File: src/inc/sssq_pkg.sv
// Functional notes
// backed mode: sense below trip on power-down pulses early-warning interrupt
// backed mode: supply below trip never asserts reset
// supply below trip forces memory select inactive high
// supply at backup cell level asserts both power-fail outputs, any mode
// non-backed mode: supply below trip drives reset after early warning
// non-backed mode: early warning floats late in power-down
// non-backed power-up: clear power-fail above cell, assert reset and warning
// power-up reset lasts full interval even if warning pulse is cut
// after power-up, each new sense fall gives a fresh early warning
// missing strobe before watchdog period expires gives watchdog reset
// non-backed power-up issues reset immediately
// backed power-up issues reset when sense rises above trip
// processor drops wake/sleep control only after the setup gap past strobe
// sleep disables all comparators; the code masks only the sense result, supply and cell results stay live
// asleep with power: warning and resets off, strobe and sense ignored
// pushbutton falling edge ends sleep
// after pushbutton wake, watchdog expiry restarts processor with reset
// power loss while asleep: wake when supply rises above cell level
// non-backed mode: power loss during sleep drives reset
// backed mode: power loss during sleep keeps reset inactive
// backed mode: pushbutton wake ignores sense level
// backed mode: power-up after sleep asserts reset above cell level
// mode pin low selects non-backed, high selects backed
// power-down warning pulses low for a bounded minimum, then returns high
// comparator events arrive synchronized; interval counters are parameters
// active-high and active-low copies always complementary
//
// Purpose: constants and carriers for the supply supervisor sequencer
// Assumes: 20 MHz core clock
// Notes:   times are in their printed units; cycle counts derive from them
package sssq_pkg;
    localparam int unsigned CLK_HZ          = 20_000_000;
    localparam int unsigned WARN_US         = 200;
    localparam int unsigned RESET_MS        = 100;
    localparam int unsigned WDOG_MS         = 400;
    localparam int unsigned SETUP_GAP_NS    = 100;
    localparam int unsigned WARN_CYC        = (CLK_HZ / 1_000_000) * WARN_US;
    localparam int unsigned RESET_CYC       = (CLK_HZ / 1_000) * RESET_MS;
    localparam int unsigned WDOG_CYC        = (CLK_HZ / 1_000) * WDOG_MS;
    localparam int unsigned SETUP_GAP_CYC   = (SETUP_GAP_NS * (CLK_HZ / 1_000_000) + 999) / 1000;
    localparam int unsigned TICK_DIV        = 20;
    localparam logic        MODE_NONBACKED  = 1'b0;

    typedef enum logic [4:0] {
        SSSQ_OFF   = 5'b00001,
        SSSQ_RUN   = 5'b00010,
        SSSQ_LOW   = 5'b00100,
        SSSQ_SLEEP = 5'b01000,
        SSSQ_SLOFF = 5'b10000
    } sssq_state_e;

    typedef struct packed {
        logic sense_low;
        logic supply_low;
        logic below_cell;
    } sssq_cmp_s;

    typedef struct packed {
        logic warn_n;
        logic warn_oe;
        logic reset_n;
        logic reset_hi;
        logic mem_select_out;
        logic power_fail;
        logic power_fail_n;
        logic cmp_enable;
    } sssq_out_s;
endpackage : sssq_pkg

File: src/hw/sssq_timer.sv
// Purpose: loadable down counter with done pulse, counts on enable
// Assumes: synchronous active-low reset
// Notes:   load wins over counting
`timescale 1ns/1ps
`default_nettype none
module sssq_timer #(
    parameter int unsigned WIDTH = 24
) (
    input  wire logic             core_clk,
    input  wire logic             rst_n,
    input  wire logic             load,
    input  wire logic [WIDTH-1:0] load_val,
    input  wire logic             cnt_en,
    output logic                  running,
    output logic                  done
);
    typedef struct packed {
        logic [WIDTH-1:0] cnt;
        logic             done;
    } sssq_tmr_s;
    sssq_tmr_s st_reg, st_next;

    always_comb begin
        st_next      = st_reg;
        st_next.done = 1'b0;
        if (load) begin
            st_next.cnt = load_val;
        end else if (cnt_en && st_reg.cnt != '0) begin
            st_next.cnt = st_reg.cnt - WIDTH'(1);
            if (st_reg.cnt == WIDTH'(1)) begin
                st_next.done = 1'b1;
            end
        end
    end

    always_ff @(posedge core_clk) begin
        if (!rst_n) begin
            st_reg <= '0;
        end else begin
            st_reg <= st_next;
        end
    end

    assign running = st_reg.cnt != '0;
    assign done    = st_reg.done;
endmodule : sssq_timer
`default_nettype wire

File: src/hw/sssq_top.sv
// Purpose: power-down, power-up, watchdog and sleep sequencing of a supply supervisor
// Assumes: comparator events already synchronous to core_clk; strobe pulses last a clock
// Notes:   long intervals count 1 us ticks so simulation may shorten the parameters
`timescale 1ns/1ps
`default_nettype none
module sssq_top
    import sssq_pkg::*;
#(
    parameter int unsigned WARN_TICKS  = WARN_US,
    parameter int unsigned RESET_TICKS = RESET_MS * 1000,
    parameter int unsigned WDOG_TICKS  = WDOG_MS * 1000,
    parameter int unsigned TICK_CYC    = TICK_DIV
) (
    input  wire logic core_clk,
    input  wire logic rst_n,
    input  wire logic mode_select,
    input  wire logic sense_low,
    input  wire logic supply_low,
    input  wire logic below_cell,
    input  wire logic mem_select_from_decoder,
    input  wire logic kick_pulse_n,
    input  wire logic wake_sleep_ctl,
    input  wire logic button_wake_n,
    output logic      warn_n,
    output logic      warn_oe,
    output logic      reset_n,
    output logic      reset_hi,
    output logic      mem_select_out,
    output logic      power_fail,
    output logic      power_fail_n,
    output logic      cmp_enable
);
    localparam int unsigned TW = 24;

    if (WARN_TICKS == 0 || RESET_TICKS == 0 || WDOG_TICKS == 0 || TICK_CYC < 2
        || RESET_TICKS >= (1 << TW) || WDOG_TICKS >= (1 << TW) || WARN_TICKS >= (1 << TW)
        || TICK_CYC >= 256 || SETUP_GAP_CYC >= 256) begin : g_bad_timing
        $error("sssq_top: timing parameter out of range");
    end

    typedef struct packed {
        sssq_state_e state;
        logic [7:0]  div;
        logic        tick;
        logic        kick_d;
        logic        btn_d;
        logic        wsc_d;
        logic        sense_d;
        logic [7:0]  gap;
        logic        armed;
        logic        rst_act;
        logic        warn_act;
        logic        warn_done;
        sssq_out_s   out;
    } sssq_st_s;

    sssq_st_s  st_reg, st_next;
    sssq_cmp_s cmp;
    logic      backed;
    logic      kick_fall, btn_fall, wsc_fall, sense_fall, sense_rise;
    logic      rst_load, warn_load, wd_load;
    logic      rst_run, warn_run, wd_run;
    logic      rst_done, warn_done_p, wd_done;

    // only the sense result is masked while asleep so a stale level cannot act; supply and cell results stay live
    always_comb begin
        cmp.sense_low  = sense_low  & st_reg.out.cmp_enable;
        cmp.supply_low = supply_low;
        cmp.below_cell = below_cell;
    end

    assign backed     = (mode_select != MODE_NONBACKED);
    assign kick_fall  = st_reg.kick_d & ~kick_pulse_n;
    assign btn_fall   = st_reg.btn_d & ~button_wake_n;
    assign wsc_fall   = st_reg.wsc_d & ~wake_sleep_ctl;
    assign sense_fall = ~st_reg.sense_d & cmp.sense_low;
    assign sense_rise = st_reg.sense_d & ~cmp.sense_low;

    sssq_timer #(.WIDTH(TW)) u_rst_tmr (
        .core_clk (core_clk),
        .rst_n    (rst_n),
        .load     (rst_load),
        .load_val (TW'(RESET_TICKS)),
        .cnt_en   (st_reg.tick),
        .running  (rst_run),
        .done     (rst_done)
    );

    sssq_timer #(.WIDTH(TW)) u_warn_tmr (
        .core_clk (core_clk),
        .rst_n    (rst_n),
        .load     (warn_load),
        .load_val (TW'(WARN_TICKS)),
        .cnt_en   (st_reg.tick),
        .running  (warn_run),
        .done     (warn_done_p)
    );

    sssq_timer #(.WIDTH(TW)) u_wd_tmr (
        .core_clk (core_clk),
        .rst_n    (rst_n),
        .load     (wd_load),
        .load_val (TW'(WDOG_TICKS)),
        .cnt_en   (st_reg.tick),
        .running  (wd_run),
        .done     (wd_done)
    );

    always_comb begin
        st_next      = st_reg;
        rst_load     = 1'b0;
        warn_load    = 1'b0;
        wd_load      = 1'b0;
        st_next.tick = 1'b0;
        if (st_reg.div == 8'(TICK_CYC - 1)) begin
            st_next.div  = 8'h00;
            st_next.tick = 1'b1;
        end else begin
            st_next.div = st_reg.div + 8'h01;
        end
        st_next.kick_d  = kick_pulse_n;
        st_next.btn_d   = button_wake_n;
        st_next.wsc_d   = wake_sleep_ctl;
        st_next.sense_d = cmp.sense_low;

        // sleep gap: strobe fall arms, control must fall after the gap
        if (kick_fall) begin
            st_next.gap   = 8'h00;
            st_next.armed = 1'b1;
        end else if (st_reg.gap != 8'hFF) begin
            st_next.gap = st_reg.gap + 8'h01;
        end

        // a pulse begun before the supply dropped must still end on time
        if (warn_done_p && st_reg.state != SSSQ_RUN) begin
            st_next.warn_act  = 1'b0;
            st_next.warn_done = 1'b1;
        end

        unique case (st_reg.state)
            SSSQ_OFF: begin
                st_next.rst_act = !backed;
                if (!cmp.below_cell) begin
                    st_next.state   = SSSQ_LOW;
                    st_next.rst_act = 1'b0;
                    if (!backed) begin
                        st_next.rst_act  = 1'b1;
                        rst_load         = 1'b1;
                    end else begin
                        st_next.rst_act = 1'b1;
                        rst_load        = 1'b1;
                    end
                end
            end
            SSSQ_LOW: begin
                if (cmp.below_cell) begin
                    st_next.state = SSSQ_OFF;
                end else if (!cmp.supply_low) begin
                    st_next.state     = SSSQ_RUN;
                    st_next.warn_done = 1'b0;
                    wd_load           = 1'b1;
                    if (!backed) begin
                        st_next.warn_act = 1'b1;
                        warn_load        = 1'b1;
                    end
                end
            end
            SSSQ_RUN: begin
                if (cmp.supply_low) begin
                    st_next.state = SSSQ_LOW;
                    if (!backed) begin
                        st_next.rst_act = 1'b1;
                        rst_load        = 1'b1;
                    end
                end else if (wsc_fall && st_reg.armed
                             && st_reg.gap >= 8'(SETUP_GAP_CYC)) begin
                    st_next.state    = SSSQ_SLEEP;
                    st_next.warn_act = 1'b0;
                    st_next.rst_act  = 1'b0;
                    st_next.armed    = 1'b0;
                end else begin
                    if (sense_fall) begin
                        st_next.warn_act  = 1'b1;
                        st_next.warn_done = 1'b0;
                        warn_load         = 1'b1;
                        if (backed && st_reg.rst_act) begin
                            st_next.rst_act = 1'b0;
                        end
                    end else if (warn_done_p) begin
                        st_next.warn_act  = 1'b0;
                        st_next.warn_done = 1'b1;
                    end else if (backed && st_reg.warn_done && cmp.sense_low
                                 && kick_fall) begin
                        st_next.warn_act  = 1'b1;
                        st_next.warn_done = 1'b0;
                        warn_load         = 1'b1;
                    end
                    if (backed && sense_rise) begin
                        st_next.rst_act = 1'b1;
                        rst_load        = 1'b1;
                    end
                    if (kick_fall) begin
                        wd_load = 1'b1;
                    end else if (wd_done) begin
                        st_next.rst_act = 1'b1;
                        rst_load        = 1'b1;
                        wd_load         = 1'b1;
                    end
                    if (rst_done && !(backed && sense_rise)) begin
                        st_next.rst_act = 1'b0;
                        wd_load         = 1'b1;
                    end
                end
            end
            SSSQ_SLEEP: begin
                // strobe and sense are not looked at here
                if (cmp.below_cell) begin
                    st_next.state = SSSQ_SLOFF;
                    if (!backed) begin
                        st_next.rst_act = 1'b1;
                    end
                end else if (cmp.supply_low && !backed) begin
                    st_next.rst_act = 1'b1;
                end else if (btn_fall && !cmp.supply_low) begin
                    st_next.state     = SSSQ_RUN;
                    st_next.warn_done = 1'b1;
                    wd_load           = 1'b1;
                end
            end
            SSSQ_SLOFF: begin
                if (!cmp.below_cell) begin
                    st_next.state   = SSSQ_LOW;
                    st_next.rst_act = 1'b1;
                    rst_load        = 1'b1;
                end
            end
            default: begin
                st_next.state = SSSQ_OFF;
            end
        endcase

        // a reset still being timed keeps running on its counter
        if (st_reg.state == SSSQ_RUN && !st_next.rst_act && rst_run && !rst_done
            && !(backed && st_reg.warn_act == 1'b0 && sense_fall)) begin
            st_next.rst_act = 1'b1;
        end
        if (backed && st_reg.state == SSSQ_RUN && cmp.supply_low) begin
            st_next.rst_act = st_reg.rst_act & rst_run;
        end
        if (st_next.state == SSSQ_SLEEP && backed) begin
            st_next.rst_act = 1'b0;
        end

        st_next.out.cmp_enable     = (st_next.state != SSSQ_SLEEP);
        st_next.out.warn_n         = ~st_next.warn_act;
        st_next.out.warn_oe        = !(!backed && cmp.below_cell);
        st_next.out.reset_hi       = st_next.rst_act;
        st_next.out.reset_n        = ~st_next.rst_act;
        st_next.out.mem_select_out = mem_select_from_decoder | cmp.supply_low;
        st_next.out.power_fail     = cmp.below_cell;
        st_next.out.power_fail_n   = ~cmp.below_cell;
    end

    always_ff @(posedge core_clk) begin
        if (!rst_n) begin
            st_reg                    <= '0;
            st_reg.state              <= SSSQ_OFF;
            st_reg.kick_d             <= 1'b1;
            st_reg.btn_d              <= 1'b1;
            st_reg.wsc_d              <= 1'b1;
            st_reg.gap                <= 8'hFF;
            st_reg.out.warn_n         <= 1'b1;
            st_reg.out.reset_n        <= 1'b0;
            st_reg.out.reset_hi       <= 1'b1;
            st_reg.out.mem_select_out <= 1'b1;
            st_reg.out.power_fail     <= 1'b1;
            st_reg.out.power_fail_n   <= 1'b0;
            st_reg.out.cmp_enable     <= 1'b1;
        end else begin
            st_reg <= st_next;
        end
    end

    assign warn_n         = st_reg.out.warn_n;
    assign warn_oe        = st_reg.out.warn_oe;
    assign reset_n        = st_reg.out.reset_n;
    assign reset_hi       = st_reg.out.reset_hi;
    assign mem_select_out = st_reg.out.mem_select_out;
    assign power_fail     = st_reg.out.power_fail;
    assign power_fail_n   = st_reg.out.power_fail_n;
    assign cmp_enable     = st_reg.out.cmp_enable;
endmodule : sssq_top
`default_nettype wire

File: config.mk
export PLATFORM = sky130hd
export DESIGN_NAME = sssq_top
export DESIGN_NICKNAME = d
export VERILOG_FILES = /design/src/inc/sssq_pkg.sv /design/src/hw/sssq_timer.sv /design/src/hw/sssq_top.sv
export SDC_FILE = /design/constraint.sdc
export NUM_CORES = 1
export LEC_CHECK = 0
export ABC_AREA = 1
export BUFFER_PORTS_ARGS = -buffer_cell sky130_fd_sc_hd__buf_4
export CELL_PAD_IN_SITES_DETAIL_PLACEMENT = 1
export CELL_PAD_IN_SITES_GLOBAL_PLACEMENT = 1
export CORE_ASPECT_RATIO = 0.7
export CORE_MARGIN = 2
export CORE_UTILIZATION = 35
export DETAILED_ROUTE_END_ITERATION = 10
export PLACE_DENSITY = 0.76
export SETUP_SLACK_MARGIN = 0.2
export SYNTH_ARGS = -nofsm -noshare
export SYNTH_HDL_FRONTEND = slang
export SYNTH_SLANG_ARGS = --single-unit
File: constraint.sdc
create_clock -name core_clk -period 3.95 [get_ports core_clk]
set_input_delay 0.5925 -clock core_clk [delete_from_list [all_inputs] [get_ports core_clk]]
set_output_delay 0.5925 -clock core_clk [all_outputs]
set_load 0.005 [all_outputs]
Word-level counts from Yosys, hierarchy flattened
Index checks and enable logic that the tools add are counted.

storage, ports and cells
  bits in registers = 113
  bits of input ports = 10
  logic and storage cells = 198

operators by class
  add/subtract/negate cells = 5
  magnitude comparators = 1
  equality and inequality tests = 13
  muxes and demuxes = 83
  bitwise gates (word level) = 21
  reductions and logical operators = 46

operators by type and width
  cell                                                                    number
  24-bit by 1-bit == test with 1-bit output (second input constant)       3
  24-bit nonzero test                                                     3
  24-bit by 1-bit subtractor with 24-bit output (second input constant)   3
  1-bit 2-to-1 mux                                                        52
  5-bit 2-to-1 mux                                                        8
  1-bit logical AND                                                       24
  8-bit 2-to-1 mux                                                        3
  20-bit 2-to-1 mux                                                       1
  5-bit case mux with 4 select lines                                      1
  19-bit 2-to-1 mux                                                       1
  18-bit 2-to-1 mux                                                       1
  17-bit 2-to-1 mux                                                       1
  8-bit by 1-bit adder with 8-bit output (second input constant)          2
  2-bit 2-to-1 mux                                                        8
  1-bit NOT                                                               13
  5-bit by 4-bit == test with 1-bit output (second input constant)        2
  2-bit OR reduction                                                      5
  9-bit 2-to-1 mux                                                        1
  3-bit OR reduction                                                      3
  8-bit by 5-bit == test with 1-bit output (second input constant)        1
  8-bit by 2-bit >= comparator with 1-bit output (second input constant)  1
  8-bit != test (second input constant)                                   1
  2-bit nonzero test                                                      4
  1-bit AND                                                               7
  other kinds (11)                                                        20

Longest topological paths before layout
  word-level depth = 20
  mapped depth = 13
  gate-level depth less buffers = 13

Hierarchy
From an unflattened synthesis, not the netlist that was laid out.

unflattened totals
  cell total of the unflattened synthesis = 1207
  area, all modules = 7534.7 µm²

by module, submodules not included
  module      times used  cells each  area each (µm²)
  sssq_timer  3           315         1891.8
  sssq_top    1           262         1859.3

Worst setup path after synthesis
OpenSTA, ideal clock, no wires.

  path type = register to register
  from = register u_rst_tmr.st_reg[1] (netlist bit)
  to = register u_rst_tmr.st_reg[24] (netlist bit)
  library setup time = 0.114 ns
  data arrival time = 1.558 ns
  data required time = 3.836 ns
  setup slack = 2.278 ns
  stages on the path, launching flop included = 12
  path buffers = 1
  period minus slack after synthesis = 1.672 ns
  cell sequence = dfxtp_1 -> inv_1 -> ha_1 -> nand2_1 -> nor2_1 -> nand3_2 -> nand2_4 -> inv_2 -> buf_6 -> nand4_2 -> xor2_1 -> nor2_1

on the way
  longest elaborated chain between the ends = 2
  elaborated cells between the ends (all ways) = 3
  those cells by class = add/sub (1); reduce/logical (2)

RTL lines
  what                                                                                   line              source
  from (decl)                                                                            sssq_timer.sv:21  sssq_tmr_s st_reg, st_next;
  from (signal assigned)                                                                 sssq_timer.sv:40  st_reg <= st_next;
  branches (longest 2 deep; another with 24-bit by 1-bit subtractor with 24-bit output)  --

Parallel ways; which one is timed is not known.
A chain may end at the register's enable or synchronous reset.

Final worst setup path
  from = register u_rst_tmr.st_reg[1] (netlist bit)
  to = register u_rst_tmr.st_reg[22] (netlist bit)

The elaborated chain is that of the path after synthesis.

==> results by stage <==
Floorplan:
- Row generation in the floorplan step produced 40 rows.
- The floorplan step defined a core boundary enclosing 17300 um2.
- The die extent in x is roughly 160 um.
- The die outline area is about 19000 um2.
- The floorplan step set the die height to between 100 and 150 um.
- The top-level I/O count is 18.
- The initial utilization of the core area, before any placement, comes to around 36%.

Detailed routing:
- The first-pass iteration count of the detailed router is 5.
- The routed wire length is around 17000 um.
- The post-route antenna net violation count is 0.
- For this block, the via count after detailed routing is 5752.
- Dividing the detail-routed via count by the number of cells gives between 4 and 5.
- For this run, design rule violations remaining after detail routing come to 0.
- The count of routing violations after the opening detailed-route iteration is 280.
- After detailed routing, the average wire length per cell comes to about 15 um.

Placed design:
- The placed cell area is between 6000 and 7000 um2.
- The setup slack at placement is approximately 1.8 ns.
- Port buffering added 17 buffers.
- The routability congestion estimate is ~0.85.
- Once detailed placement completed, the half-perimeter wirelength came to ~13000 um.

Power:
- The overall power consumption is between 2 and 3 mW.
- The standby leakage power is between 3 and 4 nW.
- The worst voltage drop across the vdd grid is roughly 0.00021 V.
- The power density over the cells is about 420 nW/um2.

Clock network:
- TritonCTS built the clock tree.
- CTS saw approximately 110 sinks.
- The number of cells upsized or downsized after cts is 0.
- The number of levels in the clock H-tree is 4.
- Clock-pin slew was measured on the worst setup and hold paths at roughly 0.060 ns.
- The buffer depth of the longest clock path is 2.
- The clock root buffer is clkbuf_16.
- The CTS buffer count is 17.
- For the worst-skew pair, the clock arrives at the later sink with an insertion delay of 0.42 ns.
- The buffers inserted during post-CTS setup optimization is 0.
- The count of hold buffers inserted by post-cts repair is 0.

Timing:
- Across all setup checks in the final design, the least slack found is around 1.8 ns.
- Setup repair after global routing left no endpoint under its margin.
- The hold violation count in the final report is 0.
- The number of max-slew violations in the final report is 0.
- The worst path uses ~55% of the clock period.
- The worst path in the final design needs a cycle of approximately 2.2 ns, including I/O delays and setup.
- Setup violations remaining at the end of the flow were counted as 0.
- The clock arrives with 0.00995 ns of skew.
- The remaining max-slew budget at the tightest pin is about 58%.
- The highest clock frequency the design can meet is 0.464 GHz.
- The sum of negative setup slack is 0 ns.
- The worst-margin pin slew is 0.629 ns.

Logic synthesis:
- Synthesis produced a netlist whose cell count is about 900.
- Synthesis inferred ~110 register bits.
- In this run the cell area of the synthesized design comes to between 6000 and 7000 um2.
- The async set or reset register ratio after synthesis is 0%.
- The number of synthesized flops with an enable pin is 0.
- The sequential element share of the synthesized area is approximately 36%.
- The net count after synthesis is slightly above 900.
- The synthesized design devotes to its leading area cell type between 30% and 40% of total area.
- The count of unique library cells instantiated by Yosys is between 50 and 60.
- The most used flip-flop cell after synthesis is dfxtp_1.
- The number of warnings issued by yosys is 0.
- Sorting the synthesized cells by area gives the leading types as dfxtp_1 (36%), nand2_1 (12%), nor2_1 (11%).
- The leading area contributor after synthesis is dfxtp_1.
- The average instance in the mapped netlist occupies ~7.0 um2.

Global routing:
- The total track usage is 19.5%.
- The first-pass GRT wire length is just under 30000 um.
- Entering global routing, the biggest net connects 26 pins.
- Global routing finished with a remaining overflow of 0.
- The number of antenna violations at the first check in global routing came to 0.
- The via count of the first global-routing pass is between 5000 and 6000.

Worst setup path:
- The number of buffers and inverters on the critical path is 2.
- The highest net fanout along the worst path is 14.
- The data required time of the worst path is roughly 4.3 ns.
- Data arrives at the worst endpoint at roughly 2.5 ns.
- The kind of end point of the critical path is a flop.
- The critical-path cell with the highest stage delay is dfxtp_1.
- STA classifies the critical path startpoint as a flop.
- The worst setup path is of the flop to flop kind.
- Traced cell by cell, the critical path runs through inv_1, ha_1, nand2_1, nor2_1, nand3_2, nand2_4, inv_2, nand2_1, nor2_1, xnor2_1, nor2_1.
- The cell family contributing the most delay on the critical path is simple AND/OR/NAND/NOR gates.
- The largest single stage delay on the critical path is approximately 0.39 ns.
- The most repeated library cell on the critical path is nor2_1.

Cells and area:
- The layout cell share with drive strength beyond 1 is between 10 and 15%.
- After routing the design area is about 7100 um2.
- The number of antenna repair diodes is 0.
- The library cell used most frequently in the layout, excluding fill and tap cells, is nand2_1.
- From synthesis to final layout, the design area changed by 13.7%.
- The register with the most flip-flops in the layout has 30 of them.
- The final layout contains roughly 940 nets.
- In the layout the commonest cells are nand2_1 (200), nor2_1 (177), dfxtp_1 (113).
- For this run, the share of the core covered by cells in the final layout is 41.1%.

Min path:
- The tightest min-delay check is of the input pin to flop type.

Job:
- The tool flagged a number of max-cap violations equal to 0.

Status:
- The flow ran to the end, and the final reports show no timing, DRC or antenna violations.
## worst paths after layout
path,startpoint,to,slack [ns],cells after the start
worst min-delay path,mem_select_from_decoder,mem_select_out,0.37,3
worst min register to register,st_reg[25],st_reg[25],0.45,1
worst max register to register,u_rst_tmr.st_reg[1],u_rst_tmr.st_reg[22],1.79,11
worst max-delay path,u_rst_tmr.st_reg[1],u_rst_tmr.st_reg[22],1.79,11
## metrics by stage
step                cells  hold slack [ns]
floorplan             897            0.418
global placement     1132            0.430
global route         1163            0.384
CTS                  1163            0.359
finish               1163            0.368
detailed placement   1132            0.445
## area by class of cell
cell class / count / area (um2)
inverters: 91 / 354
flip-flops and latches: 113 / 2260
repair buffers: 17 / 128
multi-input cells: 680 / 3520
fillers: 2262 / 10200
clock inverters: 10 / 86.3
clock buffers: 21 / 470
well taps: 231 / 289
## worst reg2reg max path, stage by stage, from the launching register on
cell     delay [ns]
dfxtp_1        0.39
inv_1          0.12
ha_1           0.31
nand2_1        0.15
nor2_1         0.08
nand3_2        0.13
nand2_4        0.15
inv_2          0.25
nand2_1        0.14
nor2_1         0.15
xnor2_1        0.13
nor2_1         0.05
## kinds of logic after synthesis
family                     Yosys count  share of synthesized area [%]
AOI/OAI and AO/OA                  101                           9.58
xor gates and xnor gates            44                           6.16
adders and majority gates            9                           1.80
buffers and inverters              104                           7.50
DFF                                113                           36.2
and+or+nand+nor                    526                           38.8
## where the power goes
part           leakage, nW  internal [mW]  switching (mW)  total (mW)
registers            0.919           1.18          0.0324        1.21
logic                 1.97          0.102           0.192       0.294
clock network        0.270          0.904           0.552        1.46
total                 3.16           2.18           0.777        2.96
## Yosys cell counts (2+ instances only)
| library cell | number |
|---|---|
| a21oi_1 | 51 |
| nor2_2 | 12 |
| or2_2 | 3 |
| buf_6 | 6 |
| inv_1 | 80 |
| nand2_1 | 200 |
| o21a_1 | 2 |
| o211ai_1 | 2 |
| nand4_2 | 3 |
| inv_2 | 7 |
| nor3_1 | 18 |
| a21oi_2 | 7 |
| nor4_1 | 6 |
| dfxtp_1 | 113 |
| a31oi_1 | 7 |
| xor2_1 | 26 |
| nand4_1 | 22 |
| ha_1 | 9 |
| clkbuf_1 | 4 |
| nand2_4 | 8 |
| o21ai_0 | 22 |
| nor2_4 | 9 |
| xnor2_1 | 18 |
| o21bai_1 | 2 |
| nand2_2 | 7 |
| nand3_1 | 48 |
| nor2_1 | 177 |
| nand3_2 | 5 |
## layer usage
layer | global-route usage, % | vias up | part of all wire, %
met5 | 0 | - | 0
met3 | 3.61 | 13 | 3.5
met4 | 6.20 | 0 | 1.3
met1 | 28.6 | 2727 | 54
li1 | - | 2939 | -
met2 | 29.0 | 73 | 41
Power figures use the tool's default switching activity.
